## src/logic/fsd_pkg.sv

```systemverilog
// Constants, encodings and timing figures for the floppy serdes decoder
`default_nettype none

package fsd_pkg;

    // Command addresses within the decoded page
    localparam logic [15:0] REG_SYNC_DATA_READ = 16'h4000;
    localparam logic [15:0] REG_SYNC_CLOCK_READ = 16'h4001;
    localparam logic [15:0] REG_DATA_BYTE_READ = 16'h4002;
    localparam logic [15:0] REG_CLOCK_BYTE_READ = 16'h4003;
    localparam logic [15:0] REG_DRIVE_STATUS = 16'h4004;
    localparam logic [15:0] REG_DRIVE_CONTROL_LOW = 16'h4005;
    localparam logic [15:0] REG_DRIVE_CONTROL_HIGH = 16'h4006;
    localparam logic [15:0] REG_WRITE_DATA_LOAD = 16'h4007;

    // Command index taken from the low address bits
    localparam logic [2:0] CMD_SYNC_DATA = REG_SYNC_DATA_READ[2:0];
    localparam logic [2:0] CMD_SYNC_CLOCK = REG_SYNC_CLOCK_READ[2:0];
    localparam logic [2:0] CMD_DATA_BYTE = REG_DATA_BYTE_READ[2:0];
    localparam logic [2:0] CMD_CLOCK_BYTE = REG_CLOCK_BYTE_READ[2:0];
    localparam logic [2:0] CMD_STATUS = REG_DRIVE_STATUS[2:0];
    localparam logic [2:0] CMD_CTL_LOW = REG_DRIVE_CONTROL_LOW[2:0];
    localparam logic [2:0] CMD_CTL_HIGH = REG_DRIVE_CONTROL_HIGH[2:0];
    localparam logic [2:0] CMD_LOAD_DATA = REG_WRITE_DATA_LOAD[2:0];

    // Address bit positions
    localparam int ADDR_BIT_FIFTEEN = 15;
    localparam int ADDR_BIT_FOURTEEN = 14;
    localparam int ADDR_BIT_THREE = 3;
    localparam int ADDR_BIT_FOUR = 4;

    // Missing clock patterns, indexed by address bits four and three; fill and unmapped read bytes
    localparam logic [7:0] CLK_PAT_0 = 8'hFF;
    localparam logic [7:0] CLK_PAT_1 = 8'hEF;
    localparam logic [7:0] CLK_PAT_2 = 8'hD6;
    localparam logic [7:0] CLK_PAT_3 = 8'hC7;
    localparam logic [7:0] FILL_DATA = 8'h00;
    localparam logic [7:0] UNMAPPED_READ = 8'h00;

    // Sync mark position and byte length
    localparam int SYNC_BIT = 5;
    localparam logic [3:0] BYTE_BITS = 4'h8;
    localparam logic [3:0] LAST_BIT = BYTE_BITS - 4'h1;

    // Control field positions and reset values
    localparam int CTL_BUS_BIT_SEVEN = 7;
    localparam int CTL_HI_STEP = 0;
    localparam int CTL_HI_DIR = 1;
    localparam int CTL_HI_WRITE_EN = 2;
    localparam int CTL_HI_OSC_SYNC = 3;
    localparam int CTL_HI_IRQ = 6;
    localparam int CTL_HI_HOST_A15 = 7;
    localparam int CTL_LO_HEAD_LOAD = 4;
    localparam int CTL_LO_BEYOND_43 = 5;
    localparam logic [7:0] CTL_LOW_RESET = 8'h00;
    localparam logic [7:0] CTL_HIGH_RESET = 8'h00;

    // Timing figures
    localparam int SYS_CLK_NS = 40;
    localparam int FAST_BIT_LIMIT_NS = 2500;
    localparam int FAST_BIT_LIMIT_CYC = FAST_BIT_LIMIT_NS / SYS_CLK_NS;

    // Receive buffer shape
    localparam int RX_FIFO_DEPTH = 4;
    localparam int RX_FIFO_WIDTH = 8;

endpackage

`default_nettype wire

```

## src/logic/fsd_top.sv

```systemverilog
// Floppy serdes command decoder with its receive FIFO
`default_nettype none

////////////////////////////////////////////////////////////////////////////
module fsd_fifo #(
    parameter int WIDTH = 8,
    parameter int DEPTH = 4
) (
    // Clock and reset
    input wire logic clk_in,
    input wire logic rst_n_in,
    // Filling side
    input wire logic in_valid_in,
    output logic in_ready_out,
    input wire logic [WIDTH-1:0] in_data_in,
    // Draining side
    output logic out_valid_out,
    input wire logic out_ready_in,
    output logic [WIDTH-1:0] out_data_out
);
    localparam int AW = (DEPTH > 1) ? $clog2(DEPTH) : 1;
    localparam logic [AW:0] FULL_COUNT = (AW+1)'(DEPTH);

    logic [WIDTH-1:0] mem [DEPTH];
    logic [AW-1:0] wr_ptr_reg;
    logic [AW-1:0] rd_ptr_reg;
    logic [AW:0] count_reg;
    wire push = in_valid_in & in_ready_out;
    wire pop = out_valid_out & out_ready_in;
    wire [AW-1:0] wr_ptr_next = (wr_ptr_reg == AW'(DEPTH - 1)) ? '0 :
                                wr_ptr_reg + AW'(1);
    wire [AW-1:0] rd_ptr_next = (rd_ptr_reg == AW'(DEPTH - 1)) ? '0 :
                                rd_ptr_reg + AW'(1);

    assign in_ready_out = (count_reg != FULL_COUNT);
    assign out_valid_out = (count_reg != '0);
    assign out_data_out = mem[rd_ptr_reg];

    always_ff @(posedge clk_in) begin
        if (push) begin
            mem[wr_ptr_reg] <= in_data_in;
        end
    end

    always_ff @(posedge clk_in or negedge rst_n_in) begin
        if (!rst_n_in) begin
            wr_ptr_reg <= '0;
            rd_ptr_reg <= '0;
            count_reg <= '0;
        end else begin
            if (push) wr_ptr_reg <= wr_ptr_next;
            if (pop) rd_ptr_reg <= rd_ptr_next;
            if (push && !pop) count_reg <= count_reg + (AW+1)'(1);
            else if (pop && !push) count_reg <= count_reg - (AW+1)'(1);
        end
    end
endmodule

////////////////////////////////////////////////////////////////////////////
module fsd_top
    import fsd_pkg::*;
(
    // Clock and reset
    input wire logic sys_clk_in,
    input wire logic rst_n_in,
    // Processor memory bus
    input wire logic [15:0] addr_in,
    input wire logic [7:0] data_in,
    input wire logic rd_in,
    input wire logic wr_in,
    output logic [7:0] data_out,
    output logic data_oe_out,
    output logic ready_out,
    // Drive inputs
    input wire logic shift_clk_in,
    input wire logic read_clk_in,
    input wire logic read_data_in,
    input wire logic sector_in,
    input wire logic index_in,
    input wire logic [4:0] drive_lines_in,
    // Drive outputs
    output logic [3:0] drive_select_out,
    output logic head_load_out,
    output logic beyond_track_out,
    output logic step_out,
    output logic step_dir_out,
    output logic write_enable_out,
    output logic phase_locked_osc_out,
    output logic write_clk_bit_out,
    output logic write_data_bit_out,
    // Host side control bits
    output logic host_addr_bit_fifteen_out,
    output logic irq_out
);

    ////////////////////////////////////////////////////////////////////////
    // Reset release and pin synchronisers
    logic [1:0] rst_sync_reg;
    wire rst_n = rst_sync_reg[1];
    logic [9:0] pin_s1_reg;
    logic [9:0] pin_s2_reg;
    logic shift_clk_old_reg;
    logic index_old_reg;

    always_ff @(posedge sys_clk_in or negedge rst_n_in) begin
        if (!rst_n_in) rst_sync_reg <= 2'h0;
        else rst_sync_reg <= {rst_sync_reg[0], 1'b1};
    end

    always_ff @(posedge sys_clk_in or negedge rst_n) begin
        if (!rst_n) begin
            pin_s1_reg <= 10'h000;
            pin_s2_reg <= 10'h000;
            shift_clk_old_reg <= 1'b0;
            index_old_reg <= 1'b0;
        end else begin
            pin_s1_reg <= {shift_clk_in, read_clk_in, read_data_in,
                           sector_in, index_in, drive_lines_in};
            pin_s2_reg <= pin_s1_reg;
            shift_clk_old_reg <= pin_s2_reg[9];
            index_old_reg <= pin_s2_reg[5];
        end
    end

    wire shift_edge = pin_s2_reg[9] & ~shift_clk_old_reg;
    wire serial_clk = ~pin_s2_reg[8];
    wire serial_data = ~pin_s2_reg[7];
    wire sector_s = pin_s2_reg[6];
    wire index_rise = pin_s2_reg[5] & ~index_old_reg;
    wire [4:0] lines_s = pin_s2_reg[4:0];

    ////////////////////////////////////////////////////////////////////////
    // Command decode
    logic done_reg;
    logic sync_wait_reg;
    logic halt_clk_reg;
    logic clk_fresh_reg;
    logic pend_valid_reg;
    logic [7:0] ctl_low_reg;
    logic [7:0] ctl_high_reg;
    logic [7:0] clk_sr_reg;
    logic [7:0] data_sr_reg;
    logic [7:0] clk_snap_reg;
    logic fifo_valid;
    logic fifo_in_ready;
    logic [7:0] fifo_data;

    wire page_sel = ~addr_in[ADDR_BIT_FIFTEEN]
                  & addr_in[ADDR_BIT_FOURTEEN];
    wire cs = page_sel & (rd_in | wr_in);
    wire [2:0] cmd = addr_in[2:0];
    wire cs_rd = cs & rd_in & ~done_reg;
    wire cs_wr = cs & wr_in & ~rd_in & ~done_reg;
    wire [1:0] pat_sel = {addr_in[ADDR_BIT_FOUR],
                          addr_in[ADDR_BIT_THREE]};
    wire [7:0] pattern = (pat_sel == 2'h0) ? CLK_PAT_0 :
                         (pat_sel == 2'h1) ? CLK_PAT_1 :
                         (pat_sel == 2'h2) ? CLK_PAT_2 : CLK_PAT_3;
    wire sync_hit = sync_wait_reg & clk_sr_reg[SYNC_BIT];

    wire rd_sync = cs_rd & (cmd == CMD_SYNC_DATA);
    wire rd_sclk = cs_rd & (cmd == CMD_SYNC_CLOCK);
    wire rd_data = cs_rd & (cmd == CMD_DATA_BYTE);
    wire rd_clk = cs_rd & (cmd == CMD_CLOCK_BYTE);
    wire wr_low = cs_wr & (cmd == CMD_CTL_LOW);
    wire wr_high = cs_wr & (cmd == CMD_CTL_HIGH);
    wire wr_load = cs_wr & (cmd == CMD_LOAD_DATA);
    wire wr_pat = cs_wr & (cmd == CMD_SYNC_CLOCK);
    wire wr_other = cs_wr & ~wr_low & ~wr_high & ~wr_load & ~wr_pat;

    // Access completes once its wait condition is met
    wire fire_sync = rd_sync & sync_hit;
    wire fire_data = rd_data & fifo_valid;
    wire fire_clk = rd_clk & clk_fresh_reg;
    wire fire_rd = fire_sync | fire_data | fire_clk
                 | (cs_rd & ~rd_sync & ~rd_data & ~rd_clk);
    wire fire_load = (wr_load | wr_pat) & ~pend_valid_reg;
    wire fire_wr = fire_load | wr_low | wr_high | wr_other;
    wire fire = fire_rd | fire_wr;

    // Processor waits while an access is open and not yet finished
    assign ready_out = ~(cs & ~done_reg);
    assign data_oe_out = page_sel & rd_in & done_reg;

    wire [7:0] status_byte;
    wire [7:0] read_mux = (cmd == CMD_SYNC_DATA) ? ~data_sr_reg :
                          (cmd == CMD_SYNC_CLOCK) ? ~clk_sr_reg :
                          (cmd == CMD_DATA_BYTE) ? fifo_data :
                          (cmd == CMD_CLOCK_BYTE) ? clk_snap_reg :
                          (cmd == CMD_STATUS) ? status_byte :
                          UNMAPPED_READ;

    always_ff @(posedge sys_clk_in or negedge rst_n) begin
        if (!rst_n) begin
            done_reg <= 1'b0;
            data_out <= 8'h00;
        end else begin
            done_reg <= cs & (done_reg | fire);
            if (fire_rd) data_out <= read_mux;
        end
    end

    ////////////////////////////////////////////////////////////////////////
    // Drive control halves
    logic index_flag_reg;
    logic overrun_reg;
    logic init_byte_reg;

    always_ff @(posedge sys_clk_in or negedge rst_n) begin
        if (!rst_n) begin
            ctl_low_reg <= CTL_LOW_RESET;
            ctl_high_reg <= CTL_HIGH_RESET;
        end else begin
            if (wr_low) ctl_low_reg <= data_in;
            if (wr_high) ctl_high_reg <= data_in;
        end
    end

    assign drive_select_out = ctl_low_reg[3:0];
    assign head_load_out = ctl_low_reg[CTL_LO_HEAD_LOAD];
    assign beyond_track_out = ctl_low_reg[CTL_LO_BEYOND_43];
    assign step_out = ctl_high_reg[CTL_HI_STEP];
    assign step_dir_out = ctl_high_reg[CTL_HI_DIR];
    assign write_enable_out = ctl_high_reg[CTL_HI_WRITE_EN];
    assign phase_locked_osc_out = ctl_high_reg[CTL_HI_OSC_SYNC];
    assign host_addr_bit_fifteen_out = ctl_high_reg[CTL_HI_HOST_A15];
    assign irq_out = ctl_high_reg[CTL_HI_IRQ];

    wire write_en = ctl_high_reg[CTL_HI_WRITE_EN];
    assign status_byte = {overrun_reg, index_flag_reg, sector_s, lines_s};

    ////////////////////////////////////////////////////////////////////////
    // Bit counter and shift registers
    logic [3:0] bit_cnt_reg;
    logic [7:0] pend_data_reg;
    logic [7:0] pend_clk_reg;
    logic rx_push_reg;

    // Load enable sits on the last count, so the eighth edge reloads
    wire load_point = shift_edge & (bit_cnt_reg == LAST_BIT) & write_en;
    wire byte_rx = shift_edge & (bit_cnt_reg == LAST_BIT)
                 & ~write_en & ~sync_wait_reg;

    wire clk_mode_a = ~halt_clk_reg;
    wire clk_mode_b = load_point;
    wire data_mode_b = load_point;
    wire [7:0] clk_load = init_byte_reg ? CLK_PAT_0 :
                          pend_valid_reg ? pend_clk_reg : CLK_PAT_0;
    wire [7:0] data_load = init_byte_reg ? FILL_DATA :
                           pend_valid_reg ? pend_data_reg : FILL_DATA;

    always_ff @(posedge sys_clk_in or negedge rst_n) begin
        if (!rst_n) begin
            bit_cnt_reg <= 4'h0;
        end else if (sync_wait_reg) begin
            bit_cnt_reg <= 4'h0;
        end else if (shift_edge) begin
            bit_cnt_reg <= (bit_cnt_reg == LAST_BIT) ? 4'h0 :
                           bit_cnt_reg + 4'h1;
        end
    end

    // Shifting left moves stage 0 toward stage 7, the serial output
    always_ff @(posedge sys_clk_in or negedge rst_n) begin
        if (!rst_n) begin
            clk_sr_reg <= 8'h00;
            data_sr_reg <= 8'h00;
        end else if (shift_edge) begin
            if (clk_mode_a && clk_mode_b) begin
                clk_sr_reg <= clk_load;
            end else if (clk_mode_a) begin
                clk_sr_reg <= {clk_sr_reg[6:0], serial_clk};
            end
            if (data_mode_b) begin
                data_sr_reg <= data_load;
            end else begin
                data_sr_reg <= {data_sr_reg[6:0], serial_data};
            end
        end
    end

    assign write_clk_bit_out = clk_sr_reg[7] & write_en;
    assign write_data_bit_out = data_sr_reg[7] & write_en;

    ////////////////////////////////////////////////////////////////////////
    // Sequencing flags
    always_ff @(posedge sys_clk_in or negedge rst_n) begin
        if (!rst_n) begin
            sync_wait_reg <= 1'b0;
            halt_clk_reg <= 1'b0;
        end else begin
            if (rd_sync && !sync_wait_reg) begin
                sync_wait_reg <= 1'b1;
                halt_clk_reg <= 1'b0;
            end else if (sync_hit) begin
                sync_wait_reg <= 1'b0;
                halt_clk_reg <= 1'b1;
            end else if (fire_rd && (rd_sclk || rd_clk)) begin
                halt_clk_reg <= 1'b0;
            end
        end
    end

    // A byte slot that empties at the load point can refill no sooner than the next cycle
    always_ff @(posedge sys_clk_in or negedge rst_n) begin
        if (!rst_n) begin
            pend_valid_reg <= 1'b0;
            pend_data_reg <= 8'h00;
            pend_clk_reg <= 8'h00;
            init_byte_reg <= 1'b0;
        end else begin
            if (fire_load) begin
                pend_valid_reg <= 1'b1;
                pend_clk_reg <= pattern;
                pend_data_reg <= wr_load ? data_in : FILL_DATA;
            end else if (load_point && !init_byte_reg) begin
                pend_valid_reg <= 1'b0;
            end
            if (wr_high) init_byte_reg <= 1'b1;
            else if (load_point) init_byte_reg <= 1'b0;
        end
    end

    // Hardware events win over a clear in the same cycle
    always_ff @(posedge sys_clk_in or negedge rst_n) begin
        if (!rst_n) begin
            index_flag_reg <= 1'b0;
            overrun_reg <= 1'b0;
            clk_fresh_reg <= 1'b0;
            rx_push_reg <= 1'b0;
            clk_snap_reg <= 8'h00;
        end else begin
            rx_push_reg <= byte_rx;
            if (index_rise) index_flag_reg <= 1'b1;
            else if (wr_high && data_in[CTL_BUS_BIT_SEVEN])
                index_flag_reg <= 1'b0;
            if (rx_push_reg && !fifo_in_ready) overrun_reg <= 1'b1;
            else if (fire_rd && cmd == CMD_STATUS) overrun_reg <= 1'b0;
            if (rx_push_reg) begin
                clk_fresh_reg <= 1'b1;
                clk_snap_reg <= ~clk_sr_reg;
            end else if (fire_clk) begin
                clk_fresh_reg <= 1'b0;
            end
        end
    end

    ////////////////////////////////////////////////////////////////////////
    // Received bytes wait here until the processor reads them
    fsd_fifo #(
        .WIDTH(RX_FIFO_WIDTH),
        .DEPTH(RX_FIFO_DEPTH)
    ) rx_fifo (
        .clk_in(sys_clk_in),
        .rst_n_in(rst_n),
        .in_valid_in(rx_push_reg),
        .in_ready_out(fifo_in_ready),
        .in_data_in(~data_sr_reg),
        .out_valid_out(fifo_valid),
        .out_ready_in(fire_data),
        .out_data_out(fifo_data)
    );

endmodule

`default_nettype wire

```

## config.mk

```make
export PLATFORM = sky130hd
export DESIGN_NAME = fsd_top
export DESIGN_NICKNAME = d
export VERILOG_FILES = /design/src/logic/fsd_pkg.sv /design/src/logic/fsd_top.sv
export SDC_FILE = /design/constraint.sdc
export NUM_CORES = 1
export LEC_CHECK = 0
export BUFFER_PORTS_ARGS = -buffer_cell sky130_fd_sc_hd__buf_2
export CAP_MARGIN = 15
export CORE_MARGIN = 2
export CORE_UTILIZATION = 35
export CTS_BUF_LIST = sky130_fd_sc_hd__clkbuf_4 sky130_fd_sc_hd__clkbuf_8 sky130_fd_sc_hd__clkbuf_16
export DETAILED_ROUTE_END_ITERATION = 16
export GPL_TIMING_DRIVEN = 0
export SYNTH_ARGS = -nofsm -noshare
export SYNTH_HDL_FRONTEND = slang
export SYNTH_SLANG_ARGS = --single-unit
```

## constraint.sdc

```tcl
create_clock -name sys_clk_in -period 6.4 [get_ports sys_clk_in]
set_input_delay 1.28 -clock sys_clk_in [delete_from_list [all_inputs] [get_ports sys_clk_in]]
set_output_delay 1.28 -clock sys_clk_in [all_outputs]
set_load 0.02 [all_outputs]
```

==> results_dict.tcl <==
set metrics [dict create \
    cts_buffer_depth 2 \
    ys_seq_area_share_pct 63.0 \
    finalInstanceArea_um2 6590 \
    crit_slowest_cell "nor3b_1" \
    grt_antenna_before_repair 0 \
    die_x_um 129 \
    synth_area_um2 5490 \
    grt_usage_pct 15.5 \
    dp_hpwl_um 8390 \
    htreeDepth 4 \
    period_share_pct 52.2 \
    grt_pass1_wl_um 19500 \
    avgRoutedWirePerCell_um 16.1 \
    post-route-min-period_ps 3340 \
    die_h_um 129 \
    ys_seq_elements 132 \
    cp_common_cell "buf_2" \
    place_congestion 0.761 \
    yosys_warnings 0 \
    drtIter0Drc 186 \
    io_buffers 51 \
    tightestPinTransition_ps 682 \
    placed_area_um2 6040 \
    layout_common_cells "dfrtp_1, buf_2, inv_1, edfxtp_1, nand2_1" \
    rrSetupSlack_ps 3950 \
    cts_tree "yes" \
    drc 0 \
    grt-ovfl-total 0 \
    swShare_pct 27.2 \
    tns_ps 0 \
    route.antenna.remaining_nets 0 \
    reg2reg_depth 8 \
    comb_power_share_pct 16.4 \
    clock_latency_ps 420 \
    setup_viol 0 \
    p_clk_share_pct 37.2 \
    routed_wl_um 11600 \
    postSynthCellCount 428 \
    cp_max_fo 3 \
    internal-power_mw 1.72 \
    clk_pin_slew_ps 50 \
    r2r_end "rx_fifo.count_reg[1]" \
    n_fill_cell 1399 \
    dr_total_vias 3490 \
    drive_gt1_share_pct 24.5 \
    start_kind "input pin" \
    cts_buffers 17 \
    syn_to_final_growth_pct 19.9 \
    antenna_cells 0 \
    critical_path_class "input pin to primary output" \
    grt_pass1_vias 3663 \
    p_seq_share_pct 46.4 \
    drt_first_pass_iters 5 \
    root_buffer "clkbuf_16" \
    finalMaxSlewViolations 0 \
    num_rows 45 \
    arrival_ps 2060 \
    switchingPower_mw 0.644 \
    final_common_cell "dfrtp_1" \
    final_core_util_pct 43.2 \
    ir_drop_uv 162 \
    timing.max_cap.violations 0 \
    grt_max_degree 60 \
    power.static_leakage_nw 2.90 \
    postCtsSetupRepairBufs 0 \
    cts_resized 0 \
    die-area_um2 16700 \
    start_util_pct 36.0 \
    finalHoldViolations 0 \
    status "complete, no violations" \
    finalHoldWorstSlack_ps 328 \
    hold_buffers 0 \
    core_um2 15300 \
    rr_startpoint "done_reg" \
    avgSynthCellArea_um2 12.8 \
    clock-sinks 132 \
    rsz0062_at_grt "no" \
    max_stage_delay_ps 340 \
    crit_chain "buf_2 > nor3b_1 > o21ai_0 > buf_2" \
    num_io_pins 62 \
    nets 545 \
    vias_per_cell 4.83 \
    cp_data_required_time_ps 5120 \
    finClkSkew_ps 10.0 \
    synth.distinct_cells 53 \
    synth-edff-count 32 \
    end_kind "primary output" \
    slew_headroom_pct 54.4 \
    min_path_type "register to asynchronous set/reset pin" \
    ys.flop_type "dfrtp_1" \
    largest_reg_flops 32 \
    ys_async_sr_fraction_pct 75.8 \
    syn_nets 474 \
    max_freq_mhz 299 \
    p_per_area_nw_per_um2 359 \
]
## per-stage QoR
step           instances  setup slack [ps]  power (mW)
2_1_floorplan        428              3170        1.37
3_3_place_gp         690              2310        1.49
3_5_place_dp         691              2980        1.51
4_1_cts              722              3050        2.40
5_1_grt              722              2980        2.50
6_report             722              3060        2.37
## Yosys cell counts (5+ instances only)
| cell | count | area (um^2) |
|---|---|---|
| a22o_1 | 15 | 131 |
| and2_1 | 6 | 37.5 |
| clkbuf_1 | 9 | 33.8 |
| mux2i_1 | 21 | 210 |
| a22oi_1 | 11 | 82.6 |
| ha_1 | 7 | 87.6 |
| o211ai_1 | 8 | 60.1 |
| nand2_1 | 28 | 105 |
| edfxtp_1 | 32 | 961 |
| mux2_2 | 25 | 282 |
| a21oi_1 | 13 | 65.1 |
| buf_2 | 7 | 35.0 |
| nand2b_1 | 16 | 100 |
| a222oi_1 | 6 | 60.1 |
| o21ai_0 | 18 | 90.1 |
| nor2b_1 | 5 | 31.3 |
| nor2_1 | 16 | 60.1 |
| a31oi_1 | 5 | 31.3 |
| inv_1 | 32 | 120 |
| dfrtp_1 | 100 | 2500 |
## worst max-delay path, delay by kind of cell
family,cells,cell delay (ps)
AOI/OAI and AO/OA,1,150
buffers and inverters,2,290
and+or+nand+nor,1,340
## area by class of cell
type | instances | area [um^2] | share of cell area, %
repair buffers | 52 | 283 | 4.29
clock buffers | 26 | 518 | 7.86
inverters | 33 | 124 | 1.88
multi-input cells | 245 | 1830 | 27.7
well taps | 211 | 264 | 4.01
flip-flops and latches | 132 | 3470 | 52.6
plain buffers | 18 | 80.1 | 1.22
clock inverters | 5 | 27.5 | 0.418
## worst max-delay path by stage
stage,slack (ps),to,startpoint,cells past startpoint
detailed placement,2980,rx_fifo.count_reg[1],addr_in[15],9
global route,2980,ready_out,addr_in[15],4
CTS,3050,ready_out,addr_in[15],4
floorplan,3170,rx_fifo.count_reg[1],addr_in[0],8
finish,3060,ready_out,addr_in[15],4
global placement,2310,rx_fifo.wr_ptr_reg[0],rst_sync_reg[1],0
## routing by layer
layer	vias to the layer above	part of all wire, %	GRT usage [%]
met5	-	0	0
li1	1679	-	-
met2	75	47	24.3
met3	17	4.1	4.79
met4	0	1.5	5.69
met1	1719	47	20.5
## kinds of logic (layout without fill, tap and decap cells)
kind of cell,after synthesis,count (layout),synth area share (%)
muxes,46,46,8.95
xor gates and xnor gates,5,5,0.797
buffers and inverters,51,134,3.71
other,1,1,0.0683
DFF,132,132,63.0
AOI/OAI and AO/OA,89,89,11.6
adders and majority gates,8,8,1.96
and+or+nand+nor,96,96,9.86
## power by group through the flow
| stage | clock network, mW | logic, mW | registers, mW |
|---|---|---|---|
| floorplan | 0 | 0.246 | 1.13 |
| global placement | 0 | 0.368 | 1.12 |
| detailed placement | 0 | 0.392 | 1.12 |
| CTS | 0.899 | 0.394 | 1.10 |
| global route | 0.942 | 0.438 | 1.12 |
| finish | 0.880 | 0.388 | 1.10 |
Note: power is estimated with default switching activity, not from simulation.
